File: src/ops_pkg.sv
// Package for the reverse-mode and protection supervisor: register map, fields, timing.
`default_nettype none
package ops_pkg;
   // Register offsets on the documented register port
   localparam logic [7:0] REG_INFO = 8'h3a;
   localparam logic [7:0] REG_CTL1 = 8'h3c;
   localparam logic [7:0] REG_CTL2 = 8'h3d;
   localparam logic [7:0] REG_RVOLT = 8'h49;
   localparam logic [7:0] REG_RCURR = 8'h4a;
   // First control word fields
   localparam int C1_MON_EN = 3;
   localparam int C1_REV_EN = 11;
   // Second control word fields
   localparam int C2_WAY_OVERCURRENT_PROTECTION_DIS = 1;
   localparam int C2_CMP_POL = 2;
   localparam int C2_CMP_DIS = 3;
   localparam int C2_CMP_REF = 4;
   localparam int C2_GATE_OFF = 5;
   localparam int C2_RETRY_SEL = 11;
   localparam int C2_DEB_SEL = 13;
   // Information fields
   localparam int INF_MODE_LO = 5;
   localparam int INF_MODE_HI = 6;
   localparam int INF_REF_ON = 15;
   localparam logic [1:0] INF_MODE_REV = 2'h3;
   // Reset values; voltage and current codes in 1 mV and 1 mA steps
   localparam logic [15:0] CTL_RST = 16'h0000;
   localparam logic [15:0] RVOLT_RST = 16'h1400;
   localparam logic [15:0] RCURR_RST = 16'h0200;
   // Timing constants in their own units, converted with the clock rate
   localparam int CLK_HZ = 25_000_000;
   localparam int T_LONG_MS = 1300;
   localparam int T_SHORT_MS = 150;
   localparam int T_WIN_MS = 656;
   localparam int T_REC_US = 100;
   localparam int T_ADPOV_US = 10;
   localparam int T_OCSLOT_US = 20;
   localparam int WOC_LIMIT = 7;
   localparam int CYC_LONG = CLK_HZ / 1000 * T_LONG_MS;
   localparam int CYC_SHORT = CLK_HZ / 1000 * T_SHORT_MS;
   localparam int CYC_WIN = CLK_HZ / 1000 * T_WIN_MS;
   localparam int CYC_REC = CLK_HZ / 1_000_000 * T_REC_US;
   localparam int CYC_ADPOV = CLK_HZ / 1_000_000 * T_ADPOV_US;
   localparam int CYC_SLOT = CLK_HZ / 1_000_000 * T_OCSLOT_US;
endpackage
`default_nettype wire

File: src/ops_supervisor.sv
// Reverse-mode control and protection supervisor with its register file.
`default_nettype none
module ops_supervisor
   import ops_pkg::*;
#(
   parameter int LONG_CYC = CYC_LONG,
   parameter int SHORT_CYC = CYC_SHORT,
   parameter int WIN_CYC = CYC_WIN
) (
   input wire logic i_core_clk,
   input wire logic i_rst,
   // Register port: one access per strobe
   input wire logic i_reg_wr,
   input wire logic i_reg_rd,
   input wire logic [7:0] i_reg_addr,
   input wire logic [15:0] i_reg_wdata,
   output logic [15:0] o_reg_rdata,
   // Analog comparator events
   input wire logic i_reverse_mode_enable_pin,
   input wire logic i_battery_above_min,
   input wire logic i_battery_absent_input,
   input wire logic i_single_cell,
   input wire logic i_adapter_present,
   input wire logic i_rev_out_above_uv,
   input wire logic i_rev_out_above_rise,
   input wire logic i_rev_out_above_ov,
   input wire logic i_rev_out_above_fall,
   input wire logic i_input_sense_above_ov,
   input wire logic i_comparator_above_ref,
   input wire logic i_adapter_above_ov,
   input wire logic i_adapter_above_rec,
   input wire logic i_system_above_ov,
   input wire logic i_system_above_rec,
   input wire logic i_adapter_over_current,
   input wire logic i_battery_over_current,
   input wire logic i_temp_above_hot,
   input wire logic i_temp_above_cool,
   // Power stage controls
   output logic o_reverse_switching,
   output logic o_forward_enable,
   output logic o_adapter_switch_gate,
   output logic o_battery_switch_gate,
   output logic o_adapter_ok_output,
   output logic o_regulator_enable,
   output logic o_comparator_ref_high,
   output logic o_shared_pin_output,
   output logic [15:0] o_reverse_output_voltage,
   output logic [15:0] o_reverse_output_current
);

   typedef enum logic [3:0] {
      RV_OFF = 4'b0001,
      RV_DEB = 4'b0010,
      RV_RUN = 4'b0100,
      RV_HOLD = 4'b1000
   } ops_rev_t;

   ////////////////////////////////////////////////////////////////////////////
   // Register file
   logic [15:0] ctl1_reg, ctl1_next, ctl2_reg, ctl2_next;
   logic [15:0] rv_reg, rv_next, rc_reg, rc_next, rdata_reg, rdata_next;
   logic [15:0] info_w;

   // Writes land on the addressed word; reads are registered
   always_comb begin
      ctl1_next = ctl1_reg;
      ctl2_next = ctl2_reg;
      rv_next = rv_reg;
      rc_next = rc_reg;
      rdata_next = rdata_reg;
      if (i_reg_wr) begin
         unique case (i_reg_addr)
            REG_CTL1: ctl1_next = i_reg_wdata;
            REG_CTL2: ctl2_next = i_reg_wdata;
            REG_RVOLT: rv_next = i_reg_wdata;
            REG_RCURR: rc_next = i_reg_wdata;
            default: ;
         endcase
      end
      if (i_reg_rd) begin
         unique case (i_reg_addr)
            REG_INFO: rdata_next = info_w;
            REG_CTL1: rdata_next = ctl1_reg;
            REG_CTL2: rdata_next = ctl2_reg;
            REG_RVOLT: rdata_next = rv_reg;
            REG_RCURR: rdata_next = rc_reg;
            default: rdata_next = 16'h0000;
         endcase
      end
   end

   always_ff @(posedge i_core_clk) begin
      if (i_rst) begin
         ctl1_reg <= CTL_RST;
         ctl2_reg <= CTL_RST;
         rv_reg <= RVOLT_RST;
         rc_reg <= RCURR_RST;
         rdata_reg <= 16'h0000;
      end else begin
         ctl1_reg <= ctl1_next;
         ctl2_reg <= ctl2_next;
         rv_reg <= rv_next;
         rc_reg <= rc_next;
         rdata_reg <= rdata_next;
      end
   end

   ////////////////////////////////////////////////////////////////////////////
   // Pin sharing and comparator
   logic rev_cmd, cmp_dis, pins_rev, ref_on, cmp_active, cmp_out;
   assign rev_cmd = ctl1_reg[C1_REV_EN];
   assign cmp_dis = ctl2_reg[C2_CMP_DIS];
   assign pins_rev = rev_cmd & cmp_dis;
   // Reference only exists with an adapter or the power monitor on
   assign ref_on = i_adapter_present | ctl1_reg[C1_MON_EN];
   assign cmp_active = ~cmp_dis & ref_on;
   assign cmp_out = i_comparator_above_ref ^ ctl2_reg[C2_CMP_POL];

   ////////////////////////////////////////////////////////////////////////////
   // Counters for protection windows
   logic [31:0] rdeb_reg, rdeb_next, ovr_reg, ovr_next, adp_reg, adp_next;
   logic [31:0] slot_reg, slot_next, win_reg, win_next, oct_reg, oct_next;
   logic [31:0] hot_reg, hot_next;
   logic [2:0] wcnt_reg, wcnt_next;
   logic adp_ov_reg, adp_ov_next, sys_ov_reg, sys_ov_next, hot_f_reg, hot_f_next;
   logic oc_f_reg, oc_f_next, slot_used_reg, slot_used_next, rov_reg, rov_next;
   ops_rev_t rst_reg, rst_next;
   logic rev_ok, rev_trip, oc_hit, deb_done;
   logic [31:0] deb_len;

   assign deb_len = ctl2_reg[C2_DEB_SEL] ? 32'(SHORT_CYC) : 32'(LONG_CYC);
   // Enable needs pin only when pins are in reverse mode
   assign rev_ok = rev_cmd & (i_reverse_mode_enable_pin | ~pins_rev)
      & ~(cmp_dis & ~rev_cmd) & i_battery_above_min
      & ~i_battery_absent_input & ~i_single_cell;
   assign oc_hit = (i_adapter_over_current | i_battery_over_current)
      & ~ctl2_reg[C2_WAY_OVERCURRENT_PROTECTION_DIS];
   assign rev_trip = ~i_rev_out_above_uv;
   assign deb_done = rdeb_reg >= deb_len - 32'd1;

   // Protection state next values
   always_comb begin
      adp_next = adp_reg;
      adp_ov_next = adp_ov_reg;
      sys_ov_next = sys_ov_reg;
      hot_next = hot_reg;
      hot_f_next = hot_f_reg;
      slot_next = slot_reg;
      slot_used_next = slot_used_reg;
      win_next = win_reg;
      wcnt_next = wcnt_reg;
      oc_f_next = oc_f_reg;
      oct_next = oct_reg;
      // Adapter overvoltage with qualify and recovery timers
      if (!adp_ov_reg) begin
         adp_next = i_adapter_above_ov ? adp_reg + 32'd1 : 32'd0;
         if (i_adapter_above_ov && adp_reg >= 32'(CYC_ADPOV)) begin
            adp_ov_next = 1'b1;
            adp_next = 32'd0;
         end
      end else begin
         adp_next = i_adapter_above_rec ? 32'd0 : adp_reg + 32'd1;
         if (!i_adapter_above_rec && adp_reg >= 32'(CYC_REC)) begin
            adp_ov_next = 1'b0;
            adp_next = 32'd0;
         end
      end
      // Hysteresis comparators give the two thresholds
      if (i_system_above_ov) sys_ov_next = 1'b1;
      else if (!i_system_above_rec) sys_ov_next = 1'b0;
      // Thermal shutdown and delayed restart
      if (i_temp_above_hot) begin
         hot_f_next = 1'b1;
         hot_next = 32'd0;
      end else if (hot_f_reg) begin
         hot_next = i_temp_above_cool ? 32'd0 : hot_reg + 32'd1;
         if (!i_temp_above_cool && hot_reg >= 32'(CYC_REC) - 32'd1) hot_f_next = 1'b0;
      end
      // One count per slot inside the rolling window
      slot_next = (slot_reg >= 32'(CYC_SLOT) - 32'd1) ? 32'd0 : slot_reg + 32'd1;
      if (slot_reg >= 32'(CYC_SLOT) - 32'd1) slot_used_next = 1'b0;
      win_next = (win_reg >= 32'(WIN_CYC) - 32'd1) ? 32'd0 : win_reg + 32'd1;
      if (win_reg >= 32'(WIN_CYC) - 32'd1) wcnt_next = 3'd0;
      if (oc_f_reg) begin
         oct_next = oct_reg + 32'd1;
         if (oct_reg >= (ctl2_reg[C2_RETRY_SEL] ? 32'(SHORT_CYC) : 32'(LONG_CYC)) - 32'd1) begin
            oc_f_next = 1'b0;
            oct_next = 32'd0;
            wcnt_next = 3'd0;
         end
      end else if (oc_hit && !slot_used_reg) begin
         slot_used_next = 1'b1;
         wcnt_next = wcnt_reg + 3'd1;
         if (wcnt_reg == 3'(WOC_LIMIT - 1)) begin
            oc_f_next = 1'b1;
            oct_next = 32'd0;
         end
      end
   end

   always_ff @(posedge i_core_clk) begin
      if (i_rst) begin
         adp_reg <= 32'd0;
         adp_ov_reg <= 1'b0;
         sys_ov_reg <= 1'b0;
         hot_reg <= 32'd0;
         hot_f_reg <= 1'b0;
         slot_reg <= 32'd0;
         slot_used_reg <= 1'b0;
         win_reg <= 32'd0;
         wcnt_reg <= 3'd0;
         oc_f_reg <= 1'b0;
         oct_reg <= 32'd0;
      end else begin
         adp_reg <= adp_next;
         adp_ov_reg <= adp_ov_next;
         sys_ov_reg <= sys_ov_next;
         hot_reg <= hot_next;
         hot_f_reg <= hot_f_next;
         slot_reg <= slot_next;
         slot_used_reg <= slot_used_next;
         win_reg <= win_next;
         wcnt_reg <= wcnt_next;
         oc_f_reg <= oc_f_next;
         oct_reg <= oct_next;
      end
   end

   ////////////////////////////////////////////////////////////////////////////
   // Reverse mode sequencer
   logic fault_any;
   assign fault_any = adp_ov_reg | sys_ov_reg | hot_f_reg | oc_f_reg;

   always_comb begin
      rst_next = rst_reg;
      rdeb_next = rdeb_reg;
      rov_next = rov_reg;
      ovr_next = ovr_reg;
      unique case (rst_reg)
         RV_OFF: begin
            rdeb_next = 32'd0;
            if (rev_ok) rst_next = RV_DEB;
         end
         RV_DEB: begin
            // Debounce restarts while the output sits below the rising level
            rdeb_next = (i_rev_out_above_rise || rdeb_reg == 32'd0) ? rdeb_reg + 32'd1
               : 32'd0;
            if (!rev_ok) rst_next = RV_OFF;
            else if (deb_done && !i_input_sense_above_ov) rst_next = RV_RUN;
         end
         RV_RUN: begin
            if (!rev_ok) rst_next = RV_OFF;
            else if (rev_trip) begin
               rst_next = RV_DEB;
               rdeb_next = 32'd0;
            end else if (i_rev_out_above_ov) begin
               rst_next = RV_HOLD;
               ovr_next = 32'd0;
            end
         end
         RV_HOLD: begin
            ovr_next = i_rev_out_above_fall ? 32'd0 : ovr_reg + 32'd1;
            if (!rev_ok) rst_next = RV_OFF;
            else if (!i_rev_out_above_fall && ovr_reg >= 32'(CYC_REC) - 32'd1)
               rst_next = RV_RUN;
         end
      endcase
      rov_next = (rst_next == RV_RUN);
   end

   always_ff @(posedge i_core_clk) begin
      if (i_rst) begin
         rst_reg <= RV_OFF;
         rdeb_reg <= 32'd0;
         ovr_reg <= 32'd0;
         rov_reg <= 1'b0;
      end else begin
         rst_reg <= rst_next;
         rdeb_reg <= rdeb_next;
         ovr_reg <= ovr_next;
         rov_reg <= rov_next;
      end
   end

   ////////////////////////////////////////////////////////////////////////////
   // Outputs
   logic pg, rev_gate_cut;
   assign pg = rov_reg & i_rev_out_above_uv & ~i_rev_out_above_ov;
   // Gate is cut in the debounce state once counting starts or while the output is below the rising level, so a retry never feeds a short
   assign rev_gate_cut = (rst_reg == RV_DEB)
      && (rdeb_reg != 32'd0 || !i_rev_out_above_rise);
   assign info_w = {ref_on, 8'h00, (rst_reg != RV_OFF) ? INF_MODE_REV : 2'h0,
      5'h00};

   // Switching is vetoed by any protection latch
   always_comb begin
      o_reverse_switching = rov_reg & ~fault_any;
      o_forward_enable = (rst_reg == RV_OFF) & ~fault_any & i_adapter_present;
      o_adapter_switch_gate = ~ctl2_reg[C2_GATE_OFF] & ~adp_ov_reg
         & ~oc_f_reg & ~rev_gate_cut;
      o_battery_switch_gate = adp_ov_reg | ~i_adapter_present;
      o_adapter_ok_output = i_adapter_present & ~adp_ov_reg & ~oc_f_reg;
      o_regulator_enable = ~hot_f_reg;
      o_comparator_ref_high = ~ctl2_reg[C2_CMP_REF];
      // Comparator mode gives no power good indication
      o_shared_pin_output = pins_rev ? pg : (cmp_active & cmp_out);
      o_reg_rdata = rdata_reg;
      o_reverse_output_voltage = rv_reg;
      o_reverse_output_current = rc_reg;
   end

   ////////////////////////////////////////////////////////////////////////////
   // Checks
   a_run_needs_ok: assert property (@(posedge i_core_clk) disable iff (i_rst)
      o_reverse_switching |-> $past(rev_ok))
      else $error("run without enable");
   a_deb_no_early: assert property (@(posedge i_core_clk) disable iff (i_rst)
      (rst_reg == RV_DEB && !deb_done) |=> !rov_reg)
      else $error("debounce cut short");
   a_pg_window: assert property (@(posedge i_core_clk) disable iff (i_rst)
      (pins_rev && o_shared_pin_output) |-> i_rev_out_above_uv && !i_rev_out_above_ov)
      else $error("pg out of window");
   a_gate_off_bit: assert property (@(posedge i_core_clk) disable iff (i_rst)
      ctl2_reg[C2_GATE_OFF] |-> !o_adapter_switch_gate)
      else $error("gate not off");
   a_sense_block: assert property (@(posedge i_core_clk) disable iff (i_rst)
      (rst_reg == RV_DEB && i_input_sense_above_ov) |=> !rov_reg)
      else $error("run with input sense high");
   a_uv_stop: assert property (@(posedge i_core_clk) disable iff (i_rst)
      (rst_reg == RV_RUN && rev_trip) |=> !o_reverse_switching && !pg)
      else $error("uv not stopped");
   a_ovp_stop: assert property (@(posedge i_core_clk) disable iff (i_rst)
      (rst_reg == RV_RUN && i_rev_out_above_ov && rev_ok && !rev_trip) |=> !rov_reg)
      else $error("ov not stopped");
   a_cell_block: assert property (@(posedge i_core_clk) disable iff (i_rst)
      (i_battery_absent_input || i_single_cell) |=> !o_reverse_switching)
      else $error("run while blocked");
   a_woc_trip: assert property (@(posedge i_core_clk) disable iff (i_rst)
      (!oc_f_reg && oc_hit && !slot_used_reg && wcnt_reg == 3'(WOC_LIMIT - 1))
      |=> !o_adapter_ok_output && !o_adapter_switch_gate) else $error("woc not tripped");
   a_oc_disable: assert property (@(posedge i_core_clk) disable iff (i_rst)
      ctl2_reg[C2_WAY_OVERCURRENT_PROTECTION_DIS] && !oc_f_reg |=> !oc_f_reg)
      else $error("oc while off");
   a_adp_ov_gate: assert property (@(posedge i_core_clk) disable iff (i_rst)
      adp_ov_reg |-> !o_adapter_switch_gate && !o_adapter_ok_output && o_battery_switch_gate)
      else $error("adp ov outputs");
   a_hot_stop: assert property (@(posedge i_core_clk) disable iff (i_rst)
      i_temp_above_hot |=> !o_regulator_enable && !o_reverse_switching)
      else $error("hot not stopped");
   a_cmp_polarity: assert property (@(posedge i_core_clk) disable iff (i_rst)
      (!pins_rev && cmp_active) |-> o_shared_pin_output ==
      (i_comparator_above_ref ^ ctl2_reg[C2_CMP_POL])) else $error("cmp polarity");

endmodule // ops_supervisor
`default_nettype wire

File: config.mk
export PLATFORM = sky130hd
export DESIGN_NAME = ops_supervisor
export DESIGN_NICKNAME = d
export VERILOG_FILES = /design/src/ops_pkg.sv /design/src/ops_supervisor.sv
export SDC_FILE = /design/constraint.sdc
export NUM_CORES = 1
export LEC_CHECK = 0
export BUFFER_PORTS_ARGS = -buffer_cell sky130_fd_sc_hd__buf_2
export CAP_MARGIN = 20
export CORE_ASPECT_RATIO = 0.5
export CORE_MARGIN = 10
export CORE_UTILIZATION = 31
export CTS_CLUSTER_DIAMETER = 40
export DETAILED_ROUTE_END_ITERATION = 16
export GPL_TIMING_DRIVEN = 1
export PLACE_DENSITY = 0.59
export SETUP_SLACK_MARGIN = 0.15
export SYNTH_ARGS = -nofsm -noshare
export SYNTH_HDL_FRONTEND = slang
export SYNTH_SLANG_ARGS = --single-unit
File: constraint.sdc
create_clock -name i_core_clk -period 3 [get_ports i_core_clk]
set_input_delay 0.3 -clock i_core_clk [delete_from_list [all_inputs] [get_ports i_core_clk]]
set_output_delay 0.3 -clock i_core_clk [all_outputs]
set_load 0.01 [all_outputs]
==> flow_metrics.env <==
export IMPL_grt_max_degree=60
export IMPL_final_nets=1855
export IMPL_vias=11692
export IMPL_powerDensity_nw_per_um2=552.0
export IMPL_drtIter0Drc=695
export IMPL_ys_seq_area_frac=0.4574
export IMPL_synth_edf_count=0
export IMPL_insertion_delay_ns=0.54
export IMPL_fillers=4473
export IMPL_tns_ns=0
export IMPL_min_to="o_reverse_output_voltage[2]$_SDFFE_PP0P_"
export IMPL_skew_ns=0.01815
export IMPL_timing_rr_start="ctl2_reg[11]$_SDFFE_PP0P_"
export IMPL_seq_power_share=0.466
export IMPL_synth_main_ff_cell="dfxtp_1"
export IMPL_cts_sinks=317
export IMPL_setup_viol=0
export IMPL_dieArea_um2=54130
export IMPL_worstReg2RegEnd="wcnt_reg[1]$_SDFF_PP0_"
export IMPL_port_buffer_count=102
export IMPL_final_util=0.3789
export IMPL_crit_path_end_kind="output pin"
export IMPL_holdPathStages=3
export IMPL_fp_dieW_um=319.2
export IMPL_cts_buffers=39
export IMPL_path_class="flop to output pin"
export IMPL_rr_worst_depth=7
export IMPL_max_slew_margin=0.2712
export IMPL_coreArea_um2=43920
export IMPL_synth_avg_cell_area_um2=8.634
export IMPL_maxSlewViolCount=0
export IMPL_cts_setup_buffers=0
export IMPL_cp_cell_sequence="inv_1 > ha_1 > nor4b_1 > nand4_1 > nor3_1 > a21oi_1 > nor4_1 > buf_2"
export IMPL_rsz0062_at_grt="false"
export IMPL_ys_seq_elements=317
export IMPL_grt_pass1_vias=11332
export IMPL_async_flop_share=0
export IMPL_start_util=0.3159
export IMPL_synth_area_leaders="dfxtp_1 46%, nor2_1 5.5%, nand2_1 4.7%"
export IMPL_drcViolationCount=0
export IMPL_h_tree_depth=2
export IMPL_tritoncts="built"
export IMPL_worstPathRequired_ns=2.70
export IMPL_swShare=0.2276
export IMPL_rrSetupSlack_ns=0.43
export IMPL_hold_path_class="input pin to flop"
export IMPL_worst_pin_slew_ns=1.093
export IMPL_hp_start="i_reg_wdata[2]"
export IMPL_place_congestion=0.8313
export IMPL_wire_per_inst_um=14.59
export IMPL_min_period_over_period=0.8615
export IMPL_layout_common_cells="317 x dfxtp_1, 202 x nor2_1, 175 x nand2_1"
export IMPL_finalHoldViolations=0
export IMPL_synth_cells=1607
export IMPL_cts_path_max_buffers=3
export IMPL_status="completed"
export IMPL_clock_fmax_mhz=386.9
export IMPL_via_per_inst=4.898
export IMPL_antenna_found_initial=1
export IMPL_path_clk_slew_ns=0.06
export IMPL_postPlaceCellArea_um2=15280
export IMPL_final_cell_area_um2=16640
export IMPL_wl_mm=34.83
export IMPL_leakage_uw=0.006007
export IMPL_grt_pass1_wl_mm=58.08
export IMPL_max_cap_viol_count=0
export IMPL_final_antenna_net_count=0
export IMPL_final_common_cell="dfxtp_1"
export IMPL_cts_root_buf="clkbuf_16"
export IMPL_drtPass1Iterations=5
export IMPL_yosysUniqueCellTypes=76
export IMPL_fin_crit_ns=2.585
export IMPL_p_comb_frac=0.022
export IMPL_yosysTopAreaCellShare=0.4574
export IMPL_syn_area_um2=13870
export IMPL_p_clk_frac=0.512
export IMPL_switchingPower_uw=2091
export IMPL_slowest_stage="dfxtp_1"
export IMPL_die_y_um=169.6
export IMPL_critPathMaxStageDelay_ns=0.34
export IMPL_power_uw=9187
export IMPL_critPathMaxFanout=4
export IMPL_intPower_uw=7095
export IMPL_top_level_ports=103
export IMPL_overflow=0
export IMPL_crit_arrival_ns=2.28
export IMPL_vdd_ir_drop_max_mv=0.3645
export IMPL_startpoint_type="flop"
export IMPL_hpwl_mm=24.24
export IMPL_track_usage=0.1257
export IMPL_row_count=54
export IMPL_drive_gt1_frac=0.1263
export IMPL_synth_warnings=0
export IMPL_areaGrowthSynthToFinish_pct=19.94
export IMPL_yosysTopAreaCell="dfxtp_1"
[final cells by class]
cell class	instances	area [um2]	share of cell area
Tap cell	588	735.7	0.04421
Timing Repair Buffer	140	838.3	0.05038
Sequential cell	317	6346	0.3814
Multi-Input combinational cell	1240	7305	0.4389
Inverter	33	123.9	0.007444
Antenna cell	1	2.502	0.0001504
Clock buffer	43	1022	0.06143
Clock inverter	25	267.8	0.01609
[through the flow]
stage          worst slack, ns  hold WS, ns  instances
2_1_floorplan           0.4522       0.3768       1657
3_5_place_dp            0.2618       0.4431       2314
6_report                0.4154      0.03961       2387
4_1_cts                 0.2445     0.009272       2385
5_1_grt                 0.1794      0.03363       2387
3_3_place_gp            0.3781       0.4416       2314
[cell usage after synthesis, types with 3 or more instances]
| library cell | count |
|---|---|
| o21bai_1 | 3 |
| buf_4 | 3 |
| and2_1 | 11 |
| buf_6 | 3 |
| o21ai_0 | 53 |
| dfxtp_1 | 317 |
| a221oi_1 | 5 |
| o21ai_1 | 3 |
| a222oi_1 | 13 |
| a2111oi_0 | 5 |
| and3_1 | 30 |
| nand3_1 | 102 |
| nor3_1 | 35 |
| nor4b_1 | 3 |
| a211oi_1 | 3 |
| nand2_1 | 175 |
| buf_2 | 10 |
| a31oi_1 | 9 |
| mux2_2 | 3 |
| mux2i_1 | 20 |
| ha_1 | 37 |
| nand3b_1 | 3 |
| o31ai_1 | 8 |
| nor4bb_1 | 3 |
| or4_1 | 4 |
| nor4_2 | 3 |
| a21oi_1 | 103 |
| nand4_1 | 52 |
| nor2b_1 | 7 |
| xor2_1 | 58 |
| clkbuf_1 | 50 |
| xnor2_1 | 59 |
| nand2b_1 | 24 |
| a22oi_1 | 3 |
| nor2_1 | 202 |
| nor4_1 | 48 |
| a21o_1 | 28 |
| and4_1 | 14 |
| inv_1 | 33 |
| or3_1 | 17 |
[power groups by stage]
| stage | Sequential [uW] | Clock (uW) | Combinational (uW) |
|---|---|---|---|
| after floorplan | 4360 | 0 | 104 |
| after global placement | 4370 | 0 | 197 |
| after detailed placement | 4370 | 0 | 198 |
| after CTS | 4280 | 4830 | 202 |
| after global routing | 4280 | 5020 | 223 |
| final | 4280 | 4710 | 202 |
[what timing repair did]
action	4_1_cts	5_1_grt
endpoints found under the setup margin	0	11
hold buffers	3	0
endpoints found under the hold margin	3	0
gates resized for setup	0	2
[worst max-delay path, delay by kind of cell, from the launching register on]
family	cells	cell delay, ns
and+or+nand+nor	4	0.88
AOI/OAI and AO/OA	1	0.13
adders and majority gates	1	0.14
DFF	1	0.34
buffers and inverters	2	0.27
[metal layers]
layer / vias to the layer above / routed length, um / GRT usage
met1: 5477 / 15800 / 0.1549
met4: 0 / 888 / 0.04149
li1: 5978 / - / -
met5: - / 0 / 0
met2: 172 / 16940 / 0.2221
met3: 65 / 1213 / 0.02011
[worst max-delay path by stage]
stage,startpoint,to,slack (ns),cells past startpoint
after global routing,ctl2_reg[11]$_SDFFE_PP0P_,wcnt_reg[1]$_SDFF_PP0_,0.18,7
after CTS,ctl2_reg[11]$_SDFFE_PP0P_,wcnt_reg[1]$_SDFF_PP0_,0.24,7
after detailed placement,ctl2_reg[11]$_SDFFE_PP0P_,wcnt_reg[1]$_SDFF_PP0_,0.26,7
after floorplan,ctl2_reg[11]$_SDFFE_PP0P_,oct_reg[14]$_SDFFE_PP0P_,0.45,10
final,rdeb_reg[0]$_SDFFE_PP0P_,o_adapter_switch_gate,0.42,8
after global placement,ctl2_reg[11]$_SDFFE_PP0P_,oct_reg[13]$_SDFFE_PP0P_,0.38,8
[kinds of logic after synthesis]
logic type	count (synthesis)	synth area share
other	1	0.0002703
multiplexers	23	0.01686
AO/OA/AOI/OAI	260	0.1173
adder cells (fa/ha/maj)	37	0.03337
buffers and inverters	100	0.03048
flip-flops	317	0.4574
XOR/XNOR	117	0.07386
AND/OR/NAND/NOR	752	0.2704
Note: power is estimated with default switching activity, not from simulation.
